<file path="src/verilog/rail_slot_sequencer_defines.svh">
`ifndef RAIL_SLOT_SEQUENCER_DEFINES_SVH
`define RAIL_SLOT_SEQUENCER_DEFINES_SVH

// Register offsets
`define OFS_SEQUENCE_CONFIG 8'h30
`define OFS_UP_SLOT_TIME 8'h31
`define OFS_DOWN_SLOT_TIME 8'h32
`define OFS_RAIL_MAP_FIRST 8'h33
`define OFS_RAIL_MAP_LAST 8'h3e
`define OFS_SLOW_CLOCK_MAP 8'h3f
`define OFS_SLEEP_MAP_FIRST 8'h53
`define OFS_SLEEP_MAP_LAST 8'h5e
`define OFS_SLEEP_CLOCK_MAP 8'h5f

// Field positions in the sequencing configuration register
`define BIT_SLOT_STEP_SELECT 0
`define BIT_GENERAL_OUTPUT_5 4
`define BIT_GENERAL_OUTPUT_8 7
`define CONFIG_WRITE_MASK 8'hf1

// Map fields
`define MAP_UP_HI 7
`define MAP_UP_LO 4
`define MAP_DOWN_HI 3
`define MAP_DOWN_LO 0

// Channel counts and indices
`define RAIL_COUNT 12
`define GENERAL_FIRST_CHANNEL 4
`define GENERAL_LAST_CHANNEL 7

// Reset values before the non-volatile load, and slot counter limits
`define RESET_REG 8'h00
`define NO_SLOT 4'h0
`define FIRST_SLOT 4'h1
`define LAST_SLOT 4'hf

// Timing
`define CLOCK_MHZ 100
`define SLOT_STEP_SMALL_US 250
`define SLOT_STEP_LARGE_US 1000
`define HALF_STEP_DIVISOR 2

`endif

</file>
<file path="src/verilog/rail_slot_sequencer_pkg.sv">
package rail_slot_sequencer_pkg;

    // Sequencer activity, Gray coded
    typedef enum logic [1:0] {
        SEQ_IDLE = 2'b00,
        SEQ_RUN = 2'b01
    } seq_state_type;

    // Which map and direction a running sequence uses
    typedef enum logic [1:0] {
        MODE_POWER_UP = 2'b00,
        MODE_POWER_DOWN = 2'b01,
        MODE_SLEEP_EXIT = 2'b11,
        MODE_SLEEP_ENTRY = 2'b10
    } seq_mode_type;

endpackage : rail_slot_sequencer_pkg
</file>
<file path="src/verilog/rail_slot_sequencer.sv">
`timescale 1ns/1ps
`include "rail_slot_sequencer_defines.svh"

module rail_slot_sequencer
    import rail_slot_sequencer_pkg::*;
#(
    parameter int HALF_STEP_SMALL_CYCLES =
        (`SLOT_STEP_SMALL_US * `CLOCK_MHZ) / `HALF_STEP_DIVISOR,
    parameter int HALF_STEP_LARGE_CYCLES =
        (`SLOT_STEP_LARGE_US * `CLOCK_MHZ) / `HALF_STEP_DIVISOR
) (
    input wire logic ref_clk,
    input wire logic rst_n,
    input wire logic [7:0] regAddr,
    input wire logic regWrite,
    input wire logic [7:0] regWriteData,
    input wire logic regRead,
    output logic [7:0] regReadData,
    input wire logic nvmLoad,
    input wire logic [7:0] nvmAddr,
    input wire logic [7:0] nvmData,
    input wire logic protectLock,
    input wire logic startPowerUp,
    input wire logic startPowerDown,
    input wire logic startSleepExit,
    input wire logic startSleepEntry,
    input wire logic faultSafeState,
    output logic [11:0] railEnablePin,
    output logic slowClockOutput,
    output logic sequenceBusy
);

    logic [7:0] sequenceConfig;
    logic [7:0] upSlotTime;
    logic [7:0] downSlotTime;
    logic [7:0] railSlotMap [`RAIL_COUNT];
    logic [7:0] sleepSlotMap [`RAIL_COUNT];
    logic [7:0] slowClockMap;
    logic [7:0] sleepClockMap;

    seq_state_type seqState;
    seq_mode_type seqMode;
    logic [3:0] slotCount;
    logic [8:0] halfUnits;
    logic [15:0] halfCycles;
    logic [8:0] slotHalfUnits;
    logic [15:0] halfStepLast;
    logic slotEnd;
    logic anyStart;
    logic driveLevel;
    logic busWrite;

    // True when an address falls in an inclusive register range
    function automatic logic inRange(input logic [7:0] addr, input logic [7:0] first,
                                     input logic [7:0] last);
        inRange = (addr >= first) && (addr <= last);
    endfunction : inRange

    // Slot length in half steps: time * step + step / 2
    function automatic logic [8:0] halfUnitsOf(input logic [7:0] slotTime);
        halfUnitsOf = {slotTime, 1'b1};
    endfunction : halfUnitsOf

    // Slot number that the active mode assigns from a map byte
    function automatic logic [3:0] slotOf(input logic [7:0] mapByte,
                                          input seq_mode_type mode);
        if (mode == MODE_POWER_UP || mode == MODE_SLEEP_EXIT) begin
            slotOf = mapByte[`MAP_UP_HI:`MAP_UP_LO];
        end else begin
            slotOf = mapByte[`MAP_DOWN_HI:`MAP_DOWN_LO];
        end
    endfunction : slotOf

    // Entry of a twelve-register map block that an in-range address selects
    function automatic logic [3:0] mapIndex(input logic [7:0] addr, input logic [7:0] first);
        mapIndex = 4'(addr - first);
    endfunction : mapIndex

    // Power-up and sleep-exit walk upward: up fields, pins driven high
    function automatic logic isUpward(input seq_mode_type mode);
        isUpward = (mode == MODE_POWER_UP) || (mode == MODE_SLEEP_EXIT);
    endfunction : isUpward

    // Output picked at this slot end: power walks read the power map, sleep
    // walks the sleep map; slot 0 never equals a running count
    function automatic logic slotHit(input logic [7:0] powerMap, input logic [7:0] sleepMap,
                                     input seq_mode_type mode, input logic [3:0] count);
        if (mode == MODE_POWER_UP || mode == MODE_POWER_DOWN) begin
            slotHit = (slotOf(powerMap, mode) == count);
        end else begin
            slotHit = (slotOf(sleepMap, mode) == count);
        end
    endfunction : slotHit

    // Bus writes are dropped while the group is locked; the load port is not gated
    assign busWrite = regWrite && !protectLock;

    // Register file: non-volatile load first, then software writes
    always_ff @(posedge ref_clk or negedge rst_n) begin
        if (!rst_n) begin
            sequenceConfig <= `RESET_REG;
            upSlotTime <= `RESET_REG;
            downSlotTime <= `RESET_REG;
            slowClockMap <= `RESET_REG;
            sleepClockMap <= `RESET_REG;
            for (int i = 0; i < `RAIL_COUNT; i++) begin
                railSlotMap[i] <= `RESET_REG;
                sleepSlotMap[i] <= `RESET_REG;
            end
        end else if (nvmLoad || busWrite) begin
            // Power-on contents arrive over the load port after reset release
            if (nvmLoad) begin
                case (nvmAddr)
                    `OFS_SEQUENCE_CONFIG: begin
                        sequenceConfig <= nvmData & `CONFIG_WRITE_MASK;
                    end
                    `OFS_UP_SLOT_TIME: upSlotTime <= nvmData;
                    `OFS_DOWN_SLOT_TIME: downSlotTime <= nvmData;
                    `OFS_SLOW_CLOCK_MAP: slowClockMap <= nvmData;
                    `OFS_SLEEP_CLOCK_MAP: sleepClockMap <= nvmData;
                    default: begin
                        if (inRange(nvmAddr, `OFS_RAIL_MAP_FIRST, `OFS_RAIL_MAP_LAST)) begin
                            railSlotMap[mapIndex(nvmAddr, `OFS_RAIL_MAP_FIRST)] <= nvmData;
                        end
                        if (inRange(nvmAddr, `OFS_SLEEP_MAP_FIRST, `OFS_SLEEP_MAP_LAST)) begin
                            sleepSlotMap[mapIndex(nvmAddr, `OFS_SLEEP_MAP_FIRST)] <= nvmData;
                        end
                    end
                endcase
            end else begin
                case (regAddr)
                    `OFS_SEQUENCE_CONFIG: begin
                        sequenceConfig <= regWriteData & `CONFIG_WRITE_MASK;
                    end
                    `OFS_UP_SLOT_TIME: upSlotTime <= regWriteData;
                    `OFS_DOWN_SLOT_TIME: downSlotTime <= regWriteData;
                    `OFS_SLOW_CLOCK_MAP: slowClockMap <= regWriteData;
                    `OFS_SLEEP_CLOCK_MAP: sleepClockMap <= regWriteData;
                    default: begin
                        if (inRange(regAddr, `OFS_RAIL_MAP_FIRST, `OFS_RAIL_MAP_LAST)) begin
                            railSlotMap[mapIndex(regAddr, `OFS_RAIL_MAP_FIRST)] <= regWriteData;
                        end
                        // Sleep maps are a second, independent set
                        if (inRange(regAddr, `OFS_SLEEP_MAP_FIRST, `OFS_SLEEP_MAP_LAST)) begin
                            sleepSlotMap[mapIndex(regAddr, `OFS_SLEEP_MAP_FIRST)] <=
                                regWriteData;
                        end
                    end
                endcase
            end
        end
    end

    // Read port, one cycle latency; unmapped addresses read zero
    always_ff @(posedge ref_clk or negedge rst_n) begin
        if (!rst_n) begin
            regReadData <= `RESET_REG;
        end else if (regRead) begin
            case (regAddr)
                `OFS_SEQUENCE_CONFIG: regReadData <= sequenceConfig;
                `OFS_UP_SLOT_TIME: regReadData <= upSlotTime;
                `OFS_DOWN_SLOT_TIME: regReadData <= downSlotTime;
                `OFS_SLOW_CLOCK_MAP: regReadData <= slowClockMap;
                `OFS_SLEEP_CLOCK_MAP: regReadData <= sleepClockMap;
                default: begin
                    if (inRange(regAddr, `OFS_RAIL_MAP_FIRST, `OFS_RAIL_MAP_LAST)) begin
                        regReadData <= railSlotMap[mapIndex(regAddr, `OFS_RAIL_MAP_FIRST)];
                    end else if (inRange(regAddr, `OFS_SLEEP_MAP_FIRST,
                                         `OFS_SLEEP_MAP_LAST)) begin
                        regReadData <= sleepSlotMap[mapIndex(regAddr, `OFS_SLEEP_MAP_FIRST)];
                    end else begin
                        regReadData <= `RESET_REG;
                    end
                end
            endcase
        end
    end

    // Step size and slot length; the step bit is read live, so a change mid-slot
    // stretches or shortens the half step in progress and every later one
    assign halfStepLast = sequenceConfig[`BIT_SLOT_STEP_SELECT] ?
        16'(HALF_STEP_LARGE_CYCLES - 1) : 16'(HALF_STEP_SMALL_CYCLES - 1);
    assign slotHalfUnits = isUpward(seqMode) ?
        halfUnitsOf(upSlotTime) : halfUnitsOf(downSlotTime);
    // Compares use >= so a step cut short mid-slot ends the half step at once and a slot time
    // cut short ends the slot at the current half step's end, instead of running the counters round their whole range
    assign slotEnd = (seqState == SEQ_RUN) && (halfCycles >= halfStepLast) &&
        (halfUnits >= slotHalfUnits - 9'd1);
    assign anyStart = startPowerUp || startPowerDown || startSleepExit || startSleepEntry;
    assign driveLevel = isUpward(seqMode);

    // Walker state: a fault aborts, a trigger while running keeps it running
    always_ff @(posedge ref_clk or negedge rst_n) begin
        if (!rst_n) begin
            seqState <= SEQ_IDLE;
        end else if (faultSafeState) begin
            seqState <= SEQ_IDLE;
        end else begin
            unique case (seqState)
                SEQ_IDLE: begin
                    if (anyStart) begin
                        seqState <= SEQ_RUN;
                    end
                end
                SEQ_RUN: begin
                    if (!anyStart && slotEnd && slotCount == `LAST_SLOT) begin
                        seqState <= SEQ_IDLE;
                    end
                end
                // The two spare codes of the state fall back to idle
                default: begin
                    seqState <= SEQ_IDLE;
                end
            endcase
        end
    end

    // Sequence kind, taken with the trigger; up, down, exit, entry in priority
    always_ff @(posedge ref_clk or negedge rst_n) begin
        if (!rst_n) begin
            seqMode <= MODE_POWER_UP;
        end else if (!faultSafeState && anyStart) begin
            if (startPowerUp) begin
                seqMode <= MODE_POWER_UP;
            end else if (startPowerDown) begin
                seqMode <= MODE_POWER_DOWN;
            end else if (startSleepExit) begin
                seqMode <= MODE_SLEEP_EXIT;
            end else begin
                seqMode <= MODE_SLEEP_ENTRY;
            end
        end
    end

    // Slot counter; it rests at 0, which no field of a running walk matches
    always_ff @(posedge ref_clk or negedge rst_n) begin
        if (!rst_n) begin
            slotCount <= `NO_SLOT;
        end else if (faultSafeState) begin
            slotCount <= `NO_SLOT;
        end else if (anyStart) begin
            slotCount <= `FIRST_SLOT;
        end else if (slotEnd) begin
            if (slotCount == `LAST_SLOT) begin
                slotCount <= `NO_SLOT;
            end else begin
                slotCount <= slotCount + 4'd1;
            end
        end
    end

    // Half-step cycle counter and half-step counter within the slot
    always_ff @(posedge ref_clk or negedge rst_n) begin
        if (!rst_n) begin
            halfCycles <= '0;
            halfUnits <= '0;
        end else if (faultSafeState || anyStart || seqState == SEQ_IDLE || slotEnd) begin
            halfCycles <= '0;
            halfUnits <= '0;
        end else if (halfCycles >= halfStepLast) begin
            halfCycles <= '0;
            halfUnits <= halfUnits + 9'd1;
        end else begin
            halfCycles <= halfCycles + 16'd1;
        end
    end

    // Rail enables: sequenced channels move at their slot end, general outputs
    // follow the config bits, fault state pulls every pin low
    always_ff @(posedge ref_clk or negedge rst_n) begin
        if (!rst_n) begin
            railEnablePin <= '0;
        end else if (faultSafeState) begin
            railEnablePin <= '0;
        end else begin
            for (int i = 0; i < `RAIL_COUNT; i++) begin
                if (i >= `GENERAL_FIRST_CHANNEL && i <= `GENERAL_LAST_CHANNEL &&
                    railSlotMap[i] == `RESET_REG && sleepSlotMap[i] == `RESET_REG) begin
                    // Channels 5 to 8 double as plain outputs when unsequenced
                    railEnablePin[i] <= sequenceConfig[i];
                end else if (slotEnd &&
                             slotHit(railSlotMap[i], sleepSlotMap[i], seqMode, slotCount)) begin
                    railEnablePin[i] <= driveLevel;
                end
            end
        end
    end

    // Slow clock output enable; slot 0 never matches a running count
    always_ff @(posedge ref_clk or negedge rst_n) begin
        if (!rst_n) begin
            slowClockOutput <= 1'b0;
        end else if (faultSafeState) begin
            slowClockOutput <= 1'b0;
        end else if (slotEnd &&
                     slotHit(slowClockMap, sleepClockMap, seqMode, slotCount)) begin
            slowClockOutput <= driveLevel;
        end
    end

    // Busy flag, registered so the port comes straight from a flip-flop
    always_ff @(posedge ref_clk or negedge rst_n) begin
        if (!rst_n) begin
            sequenceBusy <= 1'b0;
        end else if (faultSafeState) begin
            sequenceBusy <= 1'b0;
        end else if (anyStart) begin
            sequenceBusy <= 1'b1;
        end else if (slotEnd && slotCount == `LAST_SLOT) begin
            sequenceBusy <= 1'b0;
        end
    end

endmodule : rail_slot_sequencer

</file>
<file path="config.mk">
export PLATFORM = sky130hd
export DESIGN_NAME = rail_slot_sequencer
export DESIGN_NICKNAME = d
export VERILOG_FILES = /design/src/verilog/rail_slot_sequencer_pkg.sv /design/src/verilog/rail_slot_sequencer.sv
export VERILOG_INCLUDE_DIRS = /design/src /design/src/verilog
export SDC_FILE = /design/constraint.sdc
export NUM_CORES = 1
export LEC_CHECK = 0
export BUFFER_PORTS_ARGS = -buffer_cell sky130_fd_sc_hd__buf_2
export CAP_MARGIN = 20
export CELL_PAD_IN_SITES_DETAIL_PLACEMENT = 0
export CELL_PAD_IN_SITES_GLOBAL_PLACEMENT = 1
export CORE_ASPECT_RATIO = 0.7
export CORE_MARGIN = 1
export CORE_UTILIZATION = 40
export DETAILED_ROUTE_END_ITERATION = 6
export PLACE_DENSITY_LB_ADDON = 0.25
export REMOVE_ABC_BUFFERS = 1
export SYNTH_ARGS = -nofsm -noshare
export SYNTH_HDL_FRONTEND = slang
export SYNTH_SLANG_ARGS = --single-unit
</file>
<file path="constraint.sdc">
create_clock -name ref_clk -period 6.5 [get_ports ref_clk]
set_clock_uncertainty 0.05 [all_clocks]
set_input_delay 0.975 -clock ref_clk [delete_from_list [all_inputs] [get_ports ref_clk]]
set_output_delay 0.975 -clock ref_clk [all_outputs]
set_load 0.05 [all_outputs]
</file>
==> results.ini <==
[finish]
drive_above_1_share_pct=32.3
final_cell_mix=dfrtp_1 (283), mux2_2 (214), nand2_1 (152)
final_common_cell=dfrtp_1
num-nets-final=1571
area_growth_pct=11.2
final_cells=2068

[routing]
drc=0
routed_wl_um=60500
dr.pass1.iters=5
wl_per_cell_um=29.3
ant_nets=0
avgViaCountPerCell=6.41
num_vias=13300
drt_iter0_drc=1524

[floorplanning]
initial_core_util_pct=41.0
dieArea_sq_mm=0.0434
io_pins=65
core_sq_mm=0.0415
rows=62
die_h_um=175
fp.dieW_um=249

[clock_tree]
htreeDepth=1
cts_hold_buf=0
numCtsBuffers=30
cts_setup_buffers=0
cts-root-buf=clkbuf_16
clk_latency_ns=0.58
cts.path.max_buffers=3
clkSinkCount=283
cts_tree=yes
clk_pin_slew_ns=0.06
cts_resized=0

[setup_path]
crit_path_end_kind=flop
critPathKind=reg -> reg
crit_start=seqMode[0]$_DFFE_PN0P_
critPathArrivalTime_ns=4.47
cp_max_fo=32
worstSetupStartpointType=flop
rr_startpoint=seqMode[0]$_DFFE_PN0P_
critPathRequiredTime_ns=6.96

[grt]
antenna_found_initial=2
track_usage_pct=27.9
grt_overflow=0
grt_max_degree=169
grt_pass1_wl_um=88800
grt_pass1_vias=12800

[yosys]
async_reset_ff_share_pct=100
avgSynthCellArea_sq_um=11.6
netlist-cell-type-count=80
synth-edff-count=0
ys_seq_elements=283
syn_inst=1468
synth_area_leaders=dfrtp_1 (42%), mux2_2 (14%), mux4_2 (13%)
synth_area_sq_mm=0.0170
yosysTopAreaCell=dfrtp_1
yosysWarnings=0
ys_seq_area_share_pct=41.6
synth.top_cell.area_share_pct=41.6
synth-main-ff-cell=dfrtp_1

[placement]
dp_cells=2010
numPortBuffers=64
place_ws_ns=2.11
dp_hpwl_um=42200
place_congestion=0.942

[sta]
grt_setup_unrepaired=false
relSlewSlack_pct=14.8
final-max-slew-violation-count=0
min_period_ns=4.00
tns_ns=0
worstMarginPinSlew_ns=1.28
fmax_ghz=0.250
finalSetupViolations=0
period_share_pct=61.6
hold_violations=0
setup_ws_ns=2.50

[worst_hold_path]
hold_class=in -> async

[run_status]
status=complete, no violations

[pwr]
pwr_density_cell_mw_per_mm2=218
leakagePower_uw=0.00811
vdd_ir_drop_max_uv=214

[run]
drv_cap=0

[sequential cells by signal (all words and copies together), names as in the netlist, 9 cells and up]
name	flops
halfCycles	16
railSlotMap	96
halfUnits	9
railEnablePin	12
sleepSlotMap	96
[final timing paths]
| check | slack (ns) | end | cells past startpoint |
|---|---|---|---|
| max | 2.50 | railEnablePin[7]$_DFFE_PN0P_ | 12 |
| min | 0.44 | seqMode[0]$_DFFE_PN0P_ | 1 |
| max reg2reg | 2.50 | railEnablePin[7]$_DFFE_PN0P_ | 12 |
| min reg2reg | 0.45 | halfCycles[0]$_DFF_PN0_ | 1 |
| max in group asynchronous | 4.45 | railEnablePin[1]$_DFFE_PN0P_ | 2 |
| min in group ref_clk | 0.45 | halfCycles[0]$_DFF_PN0_ | 1 |
[cell type report]
class / count / area, sq um
Antenna cell: 1 / 2.50
Clock buffer: 46 / 912
Clock inverter: 9 / 97.6
Fill cell: 3789 / 22600
Inverter: 21 / 78.8
Multi-Input combinational cell: 1082 / 9550
Sequential cell: 283 / 7080
Tap cell: 544 / 681
Timing Repair Buffer: 82 / 526
[power breakdown]
| group | leakage, uW | internal, uW | switching [uW] |
|---|---|---|---|
| sequential | 0.00393 | 1790 | 30.0 |
| clock | 0.000500 | 1040 | 751 |
| combinational | 0.00368 | 168 | 350 |
| total | 0.00811 | 3000 | 1130 |
[stage by stage]
step | area, sq um | power [uW] | hold WS (ns) | util (%)
floorplan | 16700 | 2130 | 0.398 | -
global placement | 17900 | 2360 | 0.427 | 43.0
detailed placement | 17900 | 2360 | 0.436 | 43.1
CTS | 18900 | 4150 | 0.445 | 45.6
global route | 18900 | 4260 | 0.491 | 45.6
finish | 18900 | 4130 | 0.444 | 45.6
[synthesized netlist by cell type, drive strengths merged (4+ instances only)]
cell type / number
inv: 20
clkbuf: 51
or4b: 5
o22ai: 5
buf: 31
xnor2: 58
o2111ai: 8
nor3: 10
ha: 28
and3: 7
xor2: 16
nor2b: 8
a22oi: 10
a22o: 5
nand4: 27
o21a: 5
o211ai: 14
mux2: 220
nor4: 20
nand3b: 9
nand2b: 9
a21oi: 22
mux2i: 14
a211o: 5
or2: 6
mux4: 100
nand3: 21
and2: 5
o221ai: 4
o31ai: 11
nor2: 77
dfrtp: 283
a31oi: 26
nand2: 153
o21ai: 130
[layer usage]
metal | vias up | track usage [%] | wire, um
met5 | - | 0 | 7
met3 | 111 | 7.12 | 5660
met4 | 2 | 7.89 | 1740
met2 | 626 | 40.7 | 26000
li1 | 5625 | - | -
met1 | 6886 | 41.0 | 27100
[worst max-delay path, cell delays in order (launching register included)]
cell and delay [ns]:
dfrtp_1 0.35, inv_1 0.07, ha_2 0.31, buf_4 0.41
buf_4 0.54, mux2i_1 0.21, ha_1 0.31, nand4_1 0.08
a21oi_1 0.23, o211ai_1 0.21, buf_4 0.33, or4b_2 0.70
nand3_1 0.10
[kinds of logic after synthesis]
group           count (synthesis)  share of synthesized area (%)
compound gates                278                           10.6
xor+xnor                       74                           3.81
fa+ha+maj                      28                           2.06
buf+inv                       103                           2.50
flops                         283                           41.6
mux                           334                           28.6
simple gates                  368                           10.8
Power figures use the tool's default switching activity.
